<file path="src/rtl/spi_engine_map.svh">
// constants of the serial staging-buffer command engine
// Notes on behaviour
// - 42H clears output pointer, reads from 0600H.
// - 60H reads from 0600H plus four times pointer.
// - 50H clears both pointers, uses both bases.
// - 72H clears input pointer, continues reading.
// - 5AH continues writing, clears output pointer.
// - 78H continues both writing and reading.
// - acknowledge is FFH on good CRC, else 00H.
// - passing frame advances used pointers by one.
// - no chip-select rise, no pointer step or load; opcode clears act at once.
// - abort byte suppresses commit despite edges.
// - word count byte is words minus one.
// - transfer frame is six plus four per word.
// - 82H loads input pointer on good commit.
// - input pointer used only by continued writes.
// - 88H loads output pointer on good commit.
// - output pointer used only by continued reads.
// - pointer-write frames are six bytes long.
// - 90H mask bytes stored as they arrive.
// - 90H request word stored only on commit.
// - input command frame is thirteen bytes long.
// - CRC-16, polynomial 1021H, seed 1D0FH, MSB first.
// - parity error or unknown opcode means no-op.
// - first three output bytes are status bytes.
`ifndef SPI_ENGINE_MAP_SVH
`define SPI_ENGINE_MAP_SVH
`define OP_READ_INIT       8'h42
`define OP_READ_CONT       8'h60
`define OP_COMBO_II        8'h50
`define OP_COMBO_CI        8'h72
`define OP_COMBO_IC        8'h5a
`define OP_COMBO_CC        8'h78
`define OP_WRITE_INIT      8'h12
`define OP_WRITE_CONT      8'h18
`define OP_SET_IN_PTR      8'h82
`define OP_SET_OUT_PTR     8'h88
`define OP_IN_CMD_WRITE    8'h90
`define IN_STAGE_BASE      12'h400
`define OUT_STAGE_BASE     12'h600
`define ACK_PASS           8'hff
`define ACK_FAIL           8'h00
`define CRC_POLY           16'h1021
`define CRC_SEED           16'h1d0f
`define STATUS_BYTES       9'h003
`define LAST_CRC_SHORT     9'h003
`define LAST_CRC_IN_CMD    9'h00a
`define ACK_TAIL           9'h003
`define WORD_COUNT_MASK    8'h3f
`define ADDR_W             12
`define COUNT_W            9
`define PTR_W              8
`endif

</file>
<file path="src/rtl/spi_engine_pkg.sv">
// types of the serial staging-buffer command engine
package spi_engine_pkg;
`include "spi_engine_map.svh"
   typedef enum logic [2:0] {K_NOP, K_XFER, K_SET_IN, K_SET_OUT, K_IN_CMD} cmd_kind_t;
   typedef enum logic {PH_IDLE, PH_FRAME} phase_t;
   typedef struct packed {
      cmd_kind_t kind;
      logic wr_en;
      logic wr_cont;
      logic rd_en;
      logic rd_cont;
   } cmd_info_t;
   typedef struct packed {
      logic [`ADDR_W-1:0] addr;
      logic [31:0] data;
   } stage_write_t;
   typedef struct packed {
      logic [2:0] cs_s;
      logic [2:0] sck_s;
      logic [1:0] sdi_s;
      phase_t phase;
      logic [2:0] bit_cnt;
      logic [`COUNT_W-1:0] byte_cnt;
      logic [`COUNT_W-1:0] last;
      logic [7:0] rx_sh;
      logic [7:0] tx;
      logic [7:0] nxt;
      logic [15:0] crc_rx;
      logic [15:0] crc_tx;
      logic [7:0] crc_hi;
      logic ack_ok;
      cmd_info_t info;
      logic [7:0] hdr;
      logic [`PTR_W-1:0] in_ptr;
      logic [`PTR_W-1:0] out_ptr;
      logic [31:0] mask;
      logic [31:0] pend;
      logic [31:0] request;
      logic req_pulse;
      logic rd_req;
      logic rd_pend;
      logic [`ADDR_W-1:0] rd_addr;
      logic [31:0] rd_word;
      logic wr_push;
      stage_write_t wr_item;
      logic overrun;
   } engine_state_t;
endpackage

</file>
<file path="src/rtl/spi_buffer_command_engine.sv">
// serial-host command engine for the input and output staging buffers
`include "spi_engine_map.svh"
module spi_buffer_command_engine
   import spi_engine_pkg::*;
#(
   parameter int FIFO_DEPTH = 2
)
(
   input wire logic clk_i, // 200 MHz device clock
   input wire logic reset_i, // synchronous reset, active high
   input wire logic cs_n_i, // chip select from host, active low
   input wire logic sck_i, // serial clock from host, idle low
   input wire logic sdi_i, // serial data from host
   output logic sdo_o, // serial data to host
   output logic sdo_oe_o, // serial output driven
   input wire logic [7:0] status0_i, // status byte 0
   input wire logic [7:0] status1_i, // status byte 1
   input wire logic [7:0] status2_i, // status byte 2
   output logic wr_valid_o, // staging write pending
   input wire logic wr_ready_i, // staging memory takes write
   output logic [`ADDR_W-1:0] wr_addr_o, // staging write byte address
   output logic [31:0] wr_data_o, // staging write word
   output logic wr_overrun_o, // write word lost, buffer full
   output logic rd_req_o, // staging read request
   output logic [`ADDR_W-1:0] rd_addr_o, // staging read byte address
   input wire logic [31:0] rd_data_i, // read word, one cycle after request
   output logic [`PTR_W-1:0] input_stage_pointer_o, // input staging pointer
   output logic [`PTR_W-1:0] output_stage_pointer_o, // output staging pointer
   output logic [31:0] input_command_mask_o, // input command mask
   output logic [31:0] input_command_request_o, // input command request
   output logic request_write_o // request register written
);
   engine_state_t st_q;
   engine_state_t st_d;
   stage_write_t fifo_out;
   logic push_ready;
   logic cs_fall;
   logic cs_rise;
   logic sck_rise;
   logic sck_fall;
   logic byte_done;
   logic commit;
   logic [7:0] rx_byte;
   logic [`COUNT_W-1:0] frame_len;

   function automatic logic [15:0] crc_byte(input logic [15:0] c, input logic [7:0] b);
      logic [15:0] r;
      r = c;
      for (int i = 7; i >= 0; i--)
      begin
         r = (r[15] ^ b[i]) ? ((r << 1) ^ `CRC_POLY) : (r << 1);
      end
      return r;
   endfunction

   function automatic logic parity_ok(input logic [7:0] b);
      return ~(^b[7:1]);
   endfunction

   function automatic cmd_info_t decode(input logic [7:0] b);
      cmd_info_t c;
      c = '{kind: K_XFER, wr_en: 1'b0, wr_cont: 1'b0, rd_en: 1'b0, rd_cont: 1'b0};
      if (!parity_ok(b))
      begin
         c.kind = K_NOP;
      end
      else
      begin
         case (b)
            `OP_READ_INIT: c.rd_en = 1'b1;
            `OP_READ_CONT: {c.rd_en, c.rd_cont} = 2'b11;
            `OP_COMBO_II: {c.wr_en, c.rd_en} = 2'b11;
            `OP_COMBO_CI: {c.wr_en, c.rd_en, c.rd_cont} = 3'b111;
            `OP_COMBO_IC: {c.wr_en, c.wr_cont, c.rd_en} = 3'b111;
            `OP_COMBO_CC: {c.wr_en, c.wr_cont, c.rd_en, c.rd_cont} = 4'hf;
            `OP_WRITE_INIT: c.wr_en = 1'b1;
            `OP_WRITE_CONT: {c.wr_en, c.wr_cont} = 2'b11;
            `OP_SET_IN_PTR: c.kind = K_SET_IN;
            `OP_SET_OUT_PTR: c.kind = K_SET_OUT;
            `OP_IN_CMD_WRITE: c.kind = K_IN_CMD;
            default: c.kind = K_NOP;
         endcase
      end
      return c;
   endfunction

   assign cs_fall = st_q.cs_s[2] & ~st_q.cs_s[1];
   assign cs_rise = ~st_q.cs_s[2] & st_q.cs_s[1];
   assign sck_rise = ~st_q.sck_s[2] & st_q.sck_s[1];
   assign sck_fall = st_q.sck_s[2] & ~st_q.sck_s[1];
   assign rx_byte = {st_q.rx_sh[6:0], st_q.sdi_s[1]};
   assign byte_done = (st_q.phase == PH_FRAME) && sck_rise && (st_q.bit_cnt == 3'd7);
   assign frame_len = st_q.last + `ACK_TAIL;
   // any extra clock edge after the acknowledge moves the counters off the frame end
   assign commit = cs_rise && (st_q.phase == PH_FRAME) && (st_q.byte_cnt == frame_len) &&
      (st_q.bit_cnt == 3'd0) && st_q.ack_ok;

   always_comb
   begin
      logic [`COUNT_W-1:0] k;
      logic [`COUNT_W-1:0] j;
      logic [`COUNT_W-1:0] span;
      logic [1:0] lane;
      logic [5:0] w;
      logic [`ADDR_W-1:0] base;
      logic [7:0] nb;
      k = st_q.byte_cnt;
      j = k + 1'b1;
      span = '0;
      lane = '0;
      w = '0;
      base = '0;
      nb = 8'h00;
      st_d = st_q;
      st_d.cs_s = {st_q.cs_s[1:0], cs_n_i};
      st_d.sck_s = {st_q.sck_s[1:0], sck_i};
      st_d.sdi_s = {st_q.sdi_s[0], sdi_i};
      st_d.req_pulse = 1'b0;
      st_d.rd_req = 1'b0;
      st_d.rd_pend = st_q.rd_req;
      st_d.overrun = 1'b0;
      if (st_q.rd_pend)
      begin
         st_d.rd_word = rd_data_i;
      end
      if (st_q.wr_push && push_ready)
      begin
         st_d.wr_push = 1'b0;
      end
      if (cs_fall)
      begin
         st_d.phase = PH_FRAME;
         st_d.bit_cnt = '0;
         st_d.byte_cnt = '0;
         st_d.tx = status0_i;
         st_d.crc_tx = crc_byte(`CRC_SEED, status0_i);
         st_d.crc_rx = `CRC_SEED;
         st_d.ack_ok = 1'b0;
         st_d.info = '{kind: K_NOP, wr_en: 1'b0, wr_cont: 1'b0, rd_en: 1'b0, rd_cont: 1'b0};
         st_d.last = `LAST_CRC_SHORT;
      end
      else if (st_q.phase == PH_FRAME && cs_rise)
      begin
         st_d.phase = PH_IDLE;
         if (commit)
         begin
            unique case (st_q.info.kind)
               K_NOP:
               begin
               end
               K_XFER:
               begin
                  if (st_q.info.wr_en)
                  begin
                     st_d.in_ptr = st_q.in_ptr + 1'b1;
                  end
                  if (st_q.info.rd_en)
                  begin
                     st_d.out_ptr = st_q.out_ptr + 1'b1;
                  end
               end
               K_SET_IN: st_d.in_ptr = st_q.hdr;
               K_SET_OUT: st_d.out_ptr = st_q.hdr;
               K_IN_CMD:
               begin
                  st_d.request = st_q.pend;
                  st_d.req_pulse = 1'b1;
               end
            endcase
         end
      end
      else if (st_q.phase == PH_FRAME)
      begin
         if (sck_fall)
         begin
            st_d.tx = (st_q.bit_cnt == 3'd0) ? st_q.nxt : {st_q.tx[6:0], 1'b0};
         end
         if (sck_rise)
         begin
            st_d.rx_sh = rx_byte;
            st_d.bit_cnt = st_q.bit_cnt + 1'b1;
         end
         if (byte_done)
         begin
            if (k != {`COUNT_W{1'b1}})
            begin
               st_d.byte_cnt = j;
            end
            if (k == '0)
            begin
               st_d.info = decode(rx_byte);
               st_d.last = (st_d.info.kind == K_IN_CMD) ? `LAST_CRC_IN_CMD : `LAST_CRC_SHORT;
               if (st_d.info.wr_en && !st_d.info.wr_cont)
               begin
                  st_d.in_ptr = '0;
               end
               if (st_d.info.rd_en && !st_d.info.rd_cont)
               begin
                  st_d.out_ptr = '0;
               end
            end
            if (k == 9'd1)
            begin
               st_d.hdr = rx_byte;
               if (st_q.info.kind == K_XFER)
               begin
                  span = {1'b0, (rx_byte & `WORD_COUNT_MASK)} + 9'd1;
                  st_d.last = `LAST_CRC_SHORT + (span << 2);
               end
            end
            if (j < st_d.last)
            begin
               st_d.crc_rx = crc_byte(st_q.crc_rx, rx_byte);
            end
            else if (j == st_d.last)
            begin
               st_d.crc_hi = rx_byte;
            end
            else if (k == st_d.last)
            begin
               st_d.ack_ok = (st_q.crc_rx == {st_q.crc_hi, rx_byte});
            end
            // incoming words go to the staging memory as they complete
            if (st_q.info.kind == K_XFER && st_q.info.wr_en && k >= 9'd2 && j < st_d.last)
            begin
               lane = k[1:0] - 2'd2;
               w = 6'((k - 9'd2) >> 2);
               st_d.wr_item.data[8*lane +: 8] = rx_byte;
               if (lane == 2'd3)
               begin
                  base = `IN_STAGE_BASE + (st_q.info.wr_cont ? {2'b00, st_q.in_ptr, 2'b00} : '0);
                  st_d.wr_item.addr = base + {4'h0, w, 2'b00};
                  st_d.overrun = st_q.wr_push && !push_ready;
                  st_d.wr_push = 1'b1;
               end
            end
            if (st_q.info.kind == K_IN_CMD && k >= 9'd1 && k <= 9'd8)
            begin
               lane = 2'(k - 9'd1);
               if (k <= 9'd4)
               begin
                  st_d.mask[8*lane +: 8] = rx_byte;
               end
               else
               begin
                  st_d.pend[8*lane +: 8] = rx_byte;
               end
            end
            // fetch each read word one byte ahead of its first output byte
            if (st_d.info.kind == K_XFER && st_d.info.rd_en && k >= 9'd1 && (k[1:0] == 2'd1) &&
               (k + 9'd2 < st_d.last))
            begin
               w = 6'((k - 9'd1) >> 2);
               base = `OUT_STAGE_BASE + (st_d.info.rd_cont ? {2'b00, st_d.out_ptr, 2'b00} : '0);
               st_d.rd_addr = base + {4'h0, w, 2'b00};
               st_d.rd_req = 1'b1;
            end
            if (j == 9'd1)
            begin
               nb = status1_i;
            end
            else if (j == 9'd2)
            begin
               nb = status2_i;
            end
            else if (st_d.info.rd_en && j >= `STATUS_BYTES && j < st_d.last)
            begin
               lane = j[1:0] + 2'd1;
               nb = st_q.rd_word[8*lane +: 8];
            end
            else if (j == st_d.last)
            begin
               nb = st_q.crc_tx[15:8];
            end
            else if (j == st_d.last + 9'd1)
            begin
               nb = st_q.crc_tx[7:0];
            end
            else if (j == st_d.last + 9'd2)
            begin
               nb = st_d.ack_ok ? `ACK_PASS : `ACK_FAIL;
            end
            st_d.nxt = nb;
            if (j < st_d.last)
            begin
               st_d.crc_tx = crc_byte(st_q.crc_tx, nb);
            end
         end
      end
   end

   always_ff @(posedge clk_i)
   begin
      if (reset_i)
      begin
         st_q <= '0;
      end
      else
      begin
         st_q <= st_d;
      end
   end

   stage_fifo #(
      .WIDTH($bits(stage_write_t)),
      .DEPTH(FIFO_DEPTH)
   ) u_write_fifo (
      .clk_i(clk_i),
      .reset_i(reset_i),
      .in_valid_i(st_q.wr_push),
      .in_ready_o(push_ready),
      .in_data_i(st_q.wr_item),
      .out_valid_o(wr_valid_o),
      .out_ready_i(wr_ready_i),
      .out_data_o(fifo_out)
   );

   assign sdo_o = st_q.tx[7];
   assign sdo_oe_o = (st_q.phase == PH_FRAME);
   assign wr_addr_o = fifo_out.addr;
   assign wr_data_o = fifo_out.data;
   assign wr_overrun_o = st_q.overrun;
   assign rd_req_o = st_q.rd_req;
   assign rd_addr_o = st_q.rd_addr;
   assign input_stage_pointer_o = st_q.in_ptr;
   assign output_stage_pointer_o = st_q.out_ptr;
   assign input_command_mask_o = st_q.mask;
   assign input_command_request_o = st_q.request;
   assign request_write_o = st_q.req_pulse;
endmodule

</file>
<file path="src/rtl/stage_fifo.sv">
// small first-in first-out buffer in the staging write path
module stage_fifo
   import spi_engine_pkg::*;
#(
   parameter int WIDTH = 44,
   parameter int DEPTH = 2
)
(
   input wire logic clk_i, // clock
   input wire logic reset_i, // synchronous reset
   input wire logic in_valid_i, // source has a word
   output logic in_ready_o, // buffer has room
   input wire logic [WIDTH-1:0] in_data_i, // incoming word
   output logic out_valid_o, // buffer holds a word
   input wire logic out_ready_i, // sink takes the word
   output logic [WIDTH-1:0] out_data_o // oldest word
);
   localparam int PW = (DEPTH > 1) ? $clog2(DEPTH) : 1;
   localparam logic [PW:0] DEPTH_C = (PW + 1)'(DEPTH);
   logic [WIDTH-1:0] mem_q [DEPTH];
   logic [PW-1:0] wr_q;
   logic [PW-1:0] rd_q;
   logic [PW:0] cnt_q;
   logic push;
   logic pop;
   assign in_ready_o = (cnt_q != DEPTH_C);
   assign out_valid_o = (cnt_q != '0);
   assign out_data_o = mem_q[rd_q];
   assign push = in_valid_i & in_ready_o;
   assign pop = out_valid_o & out_ready_i;
   always_ff @(posedge clk_i)
   begin
      if (reset_i)
      begin
         wr_q <= '0;
         rd_q <= '0;
         cnt_q <= '0;
      end
      else
      begin
         if (push)
         begin
            mem_q[wr_q] <= in_data_i;
            wr_q <= (wr_q == PW'(DEPTH - 1)) ? '0 : wr_q + 1'b1;
         end
         if (pop)
         begin
            rd_q <= (rd_q == PW'(DEPTH - 1)) ? '0 : rd_q + 1'b1;
         end
         if (push && !pop)
         begin
            cnt_q <= cnt_q + 1'b1;
         end
         else if (pop && !push)
         begin
            cnt_q <= cnt_q - 1'b1;
         end
      end
   end
endmodule

</file>
<file path="config.mk">
export PLATFORM = sky130hd
export DESIGN_NAME = spi_buffer_command_engine
export DESIGN_NICKNAME = d
export VERILOG_FILES = /design/src/rtl/spi_engine_pkg.sv /design/src/rtl/spi_buffer_command_engine.sv /design/src/rtl/stage_fifo.sv
export VERILOG_INCLUDE_DIRS = /design/src /design/src/rtl
export SDC_FILE = /design/constraint.sdc
export NUM_CORES = 1
export LEC_CHECK = 0
export BUFFER_PORTS_ARGS = -buffer_cell sky130_fd_sc_hd__buf_2
export CORE_MARGIN = 5
export CORE_UTILIZATION = 54
export DETAILED_ROUTE_END_ITERATION = 16
export PLACE_DENSITY = 0.77
export SETUP_SLACK_MARGIN = 0.4
export SYNTH_ARGS = -nofsm -noshare
export SYNTH_HDL_FRONTEND = slang
export SYNTH_SLANG_ARGS = --single-unit
</file>
<file path="constraint.sdc">
create_clock -name clk_i -period 5.8 [get_ports clk_i]
set_clock_uncertainty 0.15 [all_clocks]
set_input_delay 0.29 -clock clk_i [delete_from_list [all_inputs] [get_ports clk_i]]
set_output_delay 0.29 -clock clk_i [all_outputs]
set_load 0.05 [all_outputs]
</file>
Word-level counts from Yosys, hierarchy flattened
Memories as Yosys holds them, arrays and structs flattened. A register that Yosys moved wholly into a read port is not among the register bits.
Cells that the tools add are included.
{"block": "op_classes", "add_sub_neg": 24, "order_cmp": 7, "n_eq_ne": 40, "shifts": 5, "mux": 129, "bitwise_logic": 64, "n_reduce_logical": 71}
{"operator": "$mux 13", "n": 25}
{"operator": "$mux 46", "n": 5}
{"operator": "$mux 181", "n": 1}
{"operator": "$mux 8", "n": 21}
{"operator": "$mux 144", "n": 1}
{"operator": "$mux 16", "n": 9}
{"operator": "$mux 9", "n": 13}
{"operator": "$mux 101", "n": 1}
{"operator": "$bwmux 32", "n": 3}
{"operator": "$not 3->3", "n": 23}
{"operator": "$neg 5->34", "n": 2}
{"operator": "$shift 8x34->32 const A", "n": 2}
{"operator": "$shiftx 8x34->32", "n": 2}
{"operator": "$mux 32", "n": 2}
{"operator": "$mux 64", "n": 1}
{"operator": "$eq 8x7->1 const B", "n": 6}
{"operator": "$eq 9x9->1", "n": 5}
{"operator": "$mux 7", "n": 5}
{"operator": "$pmux 8 s2", "n": 2}
{"operator": "$shiftx 32x6->8", "n": 1}
{"operator": "$reduce_and 6->1", "n": 5}
{"operator": "$mux 29", "n": 1}
{"operator": "$mux 4", "n": 7}
{"operator": "$reduce_and 4->1", "n": 7}
{"operator": "other kinds (63)", "n": 190}
{"block": "totals", "register_bits": 319, "ram_bits": 88, "inputBits": 62, "out_inout_bits": 142, "wordCells": 380, "n_memories": 1}
{"memory": "u_write_fifo.mem_q", "words": 2, "width": 44, "read_ports": 1, "rd_clocked_by_memory_dff": 1, "wr": 1, "line_no": "stage_fifo.sv:20", "source": "logic [WIDTH-1:0] mem_q [DEPTH];"}

Longest topological paths before layout
{"block": "depth", "ltp_word": 58, "depth_mapped": 26, "depth_no_buf": 21}

Cells and area by module
From an unflattened synthesis, not the netlist that was laid out.
{"block": "unflattened", "hier_cells": 2315, "hier_area_um2": 20664.8}
{"mod": "spi_buffer_command_engine", "instances": 1, "cells_each": 2151, "area_each_um2": 17269.1, "seq_area_each_um2": 6206.0}
{"mod": "stage_fifo", "instances": 1, "cells_each": 164, "area_each_um2": 3395.8, "seq_area_each_um2": 2742.6}

Least setup slack after synthesis
Ideal clock, no wire load.
{"block": "synth_timing", "path_kind": "register -> register", "start": "register st_q[294] in the netlist's numbering", "end": "register st_q[230] in the netlist's numbering", "t_arrival_ps": 5562, "required_ps": 5519, "path_slack_ps": -44, "path_stages_with_launch": 24, "path_buffers": 4, "period_less_slack_ps": 5844, "cell_sequence": "dfxtp_1 > buf_2 > inv_1 > clkbuf_1 > ha_1 > clkbuf_1 > or4b_2 > or2_2 > o211ai_1 > ha_1 > nand2b_1 > a211oi_1 > nor4_1 > o31ai_1 > a221oi_1 > clkbuf_1 > nor3_1 > o311ai_0 > o21ai_0 > a31oi_1 > xor2_1 > xnor2_2 > a211oi_1 > nor3_1"}
{"block": "synth_between", "elab_chain_cells": 37, "elab_cells_between_ends": 59, "classes_between": "add/sub: 4; order compare: 2; eq/ne: 7; shift: 1; mux: 38; bitwise: 2; reduce/logical: 5"}
{"item": "start, declared", "line_no": "spi_buffer_command_engine.sv:33", "source": "engine_state_t st_q;"}
{"item": "start signal, assigned", "line_no": "spi_buffer_command_engine.sv:300", "source": "st_q <= st_d;"}
{"item": "branches (longest 37 deep; another with $lt 9x9->1)"}
Parallel ways; which one is timed is not known. The select of a mux whose other input is x is not followed.
A chain may end at the register's enable or synchronous reset.

Final worst setup path
{"block": "layout_timing", "start": "register st_q[295] in the netlist's numbering", "end": "register st_q[241] in the netlist's numbering"}
{"block": "layout_between", "elab_chain_cells": 42, "elab_cells_between_ends": 66, "classes_between": "add/sub: 4; order compare: 2; eq/ne: 7; shift: 1; mux: 43; bitwise: 4; reduce/logical: 5"}
{"item": "branches (longest 42 deep; another with $lt 9x9->1)"}
Parallel ways; which one is timed is not known. The select of a mux whose other input is x is not followed.

==> results.txt <==
Worst EP required: 6080 ps
Area grow syn2layout: 15.36%
Switching part of the total: 23.06%
Die Area: 41960 µm²
Worst Hold Class: primary input to register
CTS tree: yes
Post-synth top area share: 30.76%
LEAKAGE: 8.840 nW
Final setup TNS: 0 ps
Critical path launch point type: register
Fin nets: 2596
Starting Density: 54.55%
Top FF cell, synth: dfxtp_1
Core Region: 37580 µm²
Slew @ Worst Pin: 1159 ps
Post-Route WL: 60010 µm
CTS Buf Count: 42
Overall routing resource usage: 27.63%
Placed cells: 2878
Routability-driven placement congestion ratio: 1.018
Root Buffer: clkbuf_16
DR pass1 iterations: 6
Top-Level Pins: 204
Post-Syn Instances: 2341
Post-Syn Area: 20500 µm²
Max-cap violations: 0
Final setup fails: 0
Net switching power: 0.001367 W
Clock Power Share: 46.3%
Register share of total power: 48.0%
Post-route clock period utilization: 93.47%
Setup CP Type: register to register
H-tree depth: 2
Slew headroom: 22.75%
DP HPWL: 42310 µm
Fraction of the yosys area taken by sequential cells: 43.07%
EDFF count, synth: 84
Reg clk slew, reported paths: 60 ps
P_int: 0.004561 W
Die H: 204.8 µm
Syn avg cell area: 8.756 µm²
Longest Clk Path Bufs: 3
Synth unique cells: 82
Fraction of final layout cells sized beyond drive strength 1: 18.84%
Drc violations: 0
Antenna-violating nets left: 0
Global-route wire length before repair: 93420 µm
Pin count of the biggest net entering global routing: 100
Std cell rows: 71
Crit path DAT: 5700 ps
CP endpoint kind: register
Via/cell ratio: 5.876
Number of synthesized register bits: 399
Area post-placement: 21440 µm²
Final instance area: 23650 µm²
Status: completed
PD cells: 250.6 nW/µm²
CP Max Fanout: 6
Fill cell count: 3126
Die X: 204.8 µm
Post-layout min period: 5421 ps
YS warnings: 0
Yosys top cell by area: dfxtp_1
Wire length per cell: 19.86 µm
Maximum VDD drop: 199.7 µV
Grt ovf: 0
Top post-synthesis cells by area: dfxtp_1, edfxtp_1, nand2_1, a21oi_1, nor2_1
Clock sink total: 399
DR iter-0 viols: 1572
I/O Buffers: 199
Non-Filler Instances: 3022
Slew Viols, Final: 0
Vias in the first global route: 17120
Final Hold Viols: 0
Vias: 17760
Worst-skew pair later-pin latency: 570 ps
Initial antenna violation count: 0
Max Clk Rate: 0.1845 GHz
RSZ-0062 raised after global routing: yes
Synth async-reset ratio: 0%
Fin Hold WS: 24.17 ps
Comb power frac: 5.7%
==> layout make-up <==
class                           count  area (µm²)  area share (%)
Clock inverter                     19       217.7          0.9206
Clock buffer                       59        1206           5.101
Inverter                           25       103.9          0.4392
Timing Repair Buffer              324        2066           8.735
Sequential cell                   399        8838           37.38
Multi-Input combinational cell   1684       10570           44.71
Antenna cell                        1       2.502         0.01058
Tap cell                          511       639.4           2.704
==> power groups by stage <==
stage	Clock (W)	Sequential (W)	Combinational, W
after global placement	0	0.00291	0.000298
after CTS	0.00279	0.00285	0.000326
after detailed placement	0	0.00291	0.000301
final	0.00274	0.00285	0.000338
after global routing	0.00291	0.00285	0.000358
after floorplan	0	0.00290	0.000230
==> timing repair <==
item	in CTS	in global routing
hold buffers	43	0
pin swaps	3	27
endpoints found under the hold margin	44	0
gates resized for setup	4	29
buffers inserted	5	16
setup endpoints to repair	15	14
cloned	1	0
==> registers in the layout, indices dropped and copies added, names as in the netlist, 5 cells and up, named ones only <==
signal and count:
u_write_fifo.mem_q 84, input_stage_pointer_o 8, input_command_request_o 32, rd_addr_o 10
output_stage_pointer_o 8, st_d 5, st_q 202, rx_byte 8
input_command_mask_o 32
==> metal layers <==
layer	vias up	share of wire [%]	global-route usage, %
met5	-	0	0
met2	790	47	44.63
li1	8314	-	-
met3	156	7.9	4.923
met1	8498	42	37.30
met4	0	3.7	10.31
==> cell families (layout without fill, tap and decap cells) <==
family / after synthesis / count (layout) / synth area share, %
adders and majority gates: 58 / 58 / 3.613
other: 1 / 5 / 0.01829
AOI/OAI and AO/OA: 433 / 433 / 12.55
xor gates and xnor gates: 147 / 147 / 6.757
and+or+nand+nor: 920 / 921 / 20.64
DFF: 399 / 399 / 43.07
muxes: 121 / 121 / 6.696
buffers and inverters: 262 / 427 / 6.653
==> worst max-delay path: stages (launching register included) <==
cell and delay [ps]:
dfxtp_4 380, inv_8 70, ha_4 120, or4b_4 490, or4_4 440, o211ai_1 140, and2_4 220, inv_4 50
ha_4 260, nand2_4 50, a211oi_2 240, nor4_2 80, o31ai_2 320, o211ai_1 150, or4_4 540, mux2_4 250
nand4b_4 190, buf_6 190, a31oi_4 250, xnor2_4 170, xor2_2 280, xnor2_1 180, o22ai_1 90
==> cells in the final DEF, fill, tap and decap left out, drive strengths merged, types with 12 or more instances in the layout <==
cell type,n
a211oi,19
a21oi,246
a22oi,14
a31oi,18
and2,26
and3,13
buf,280
clkbuf,60
clkinv,14
dfxtp,315
dlygate4sd3,43
edfxtp,84
ha,56
inv,25
mux2,46
mux2i,67
nand2,379
nand2b,16
nand3,59
nand4,41
nor2,222
nor2b,27
nor3,62
nor4,12
o21ai,53
o22ai,12
or3,17
xnor2,84
xor2,62
==> Yosys cell counts, types with 5 or more instances <==
library cell and n:
a211oi_1 19, a21o_1 10, a21oi_1 246, a221oi_1 10, a22oi_1 10, a31oi_1 17, and2_1 24, and3_1 13
buf_1 15, buf_2 10, buf_4 94, clkbuf_1 116, dfxtp_1 315, edfxtp_1 84, ha_1 56, inv_1 24
mux2_2 45, mux2i_1 67, mux4_2 8, nand2_1 379, nand2b_1 16, nand3_1 59, nand3b_1 9, nand4_1 41
nor2_1 222, nor2b_1 27, nor3_1 61, nor3b_1 5, nor4_1 10, nor4b_1 6, o211ai_1 10, o21a_1 8
o21ai_0 52, o22ai_1 12, or2_2 8, or3_1 17, or4_1 5, xnor2_1 78, xnor2_2 5, xor2_1 60
==> stage by stage <==
step                      total power [W]  setup WS (ps)  util, %
after detailed placement         0.003209          233.7    57.04
after CTS                        0.005960          400.5    62.17
after global placement           0.003205          292.8    57.04
final                            0.005927          378.5    62.93
after floorplan                  0.003133          411.0        -
after global routing             0.006110          232.2    62.92
==> final timing paths <==
check	start	to	slack (ps)	depth (start not counted)
hold / removal	wr_ready_i	u_write_fifo.rd_q$_SDFFE_PP0P_	20	4
hold reg to reg	input_command_request_o[10]$_SDFFE_PP0P_	input_command_request_o[10]$_SDFFE_PP0P_	300	2
setup reg to reg	st_q[295]$_SDFFE_PP0P_	st_q[241]$_SDFFE_PP0P_	380	22
setup / recovery	st_q[295]$_SDFFE_PP0P_	st_q[241]$_SDFFE_PP0P_	380	22
No activity file was read; power rests on OpenSTA's default activity.
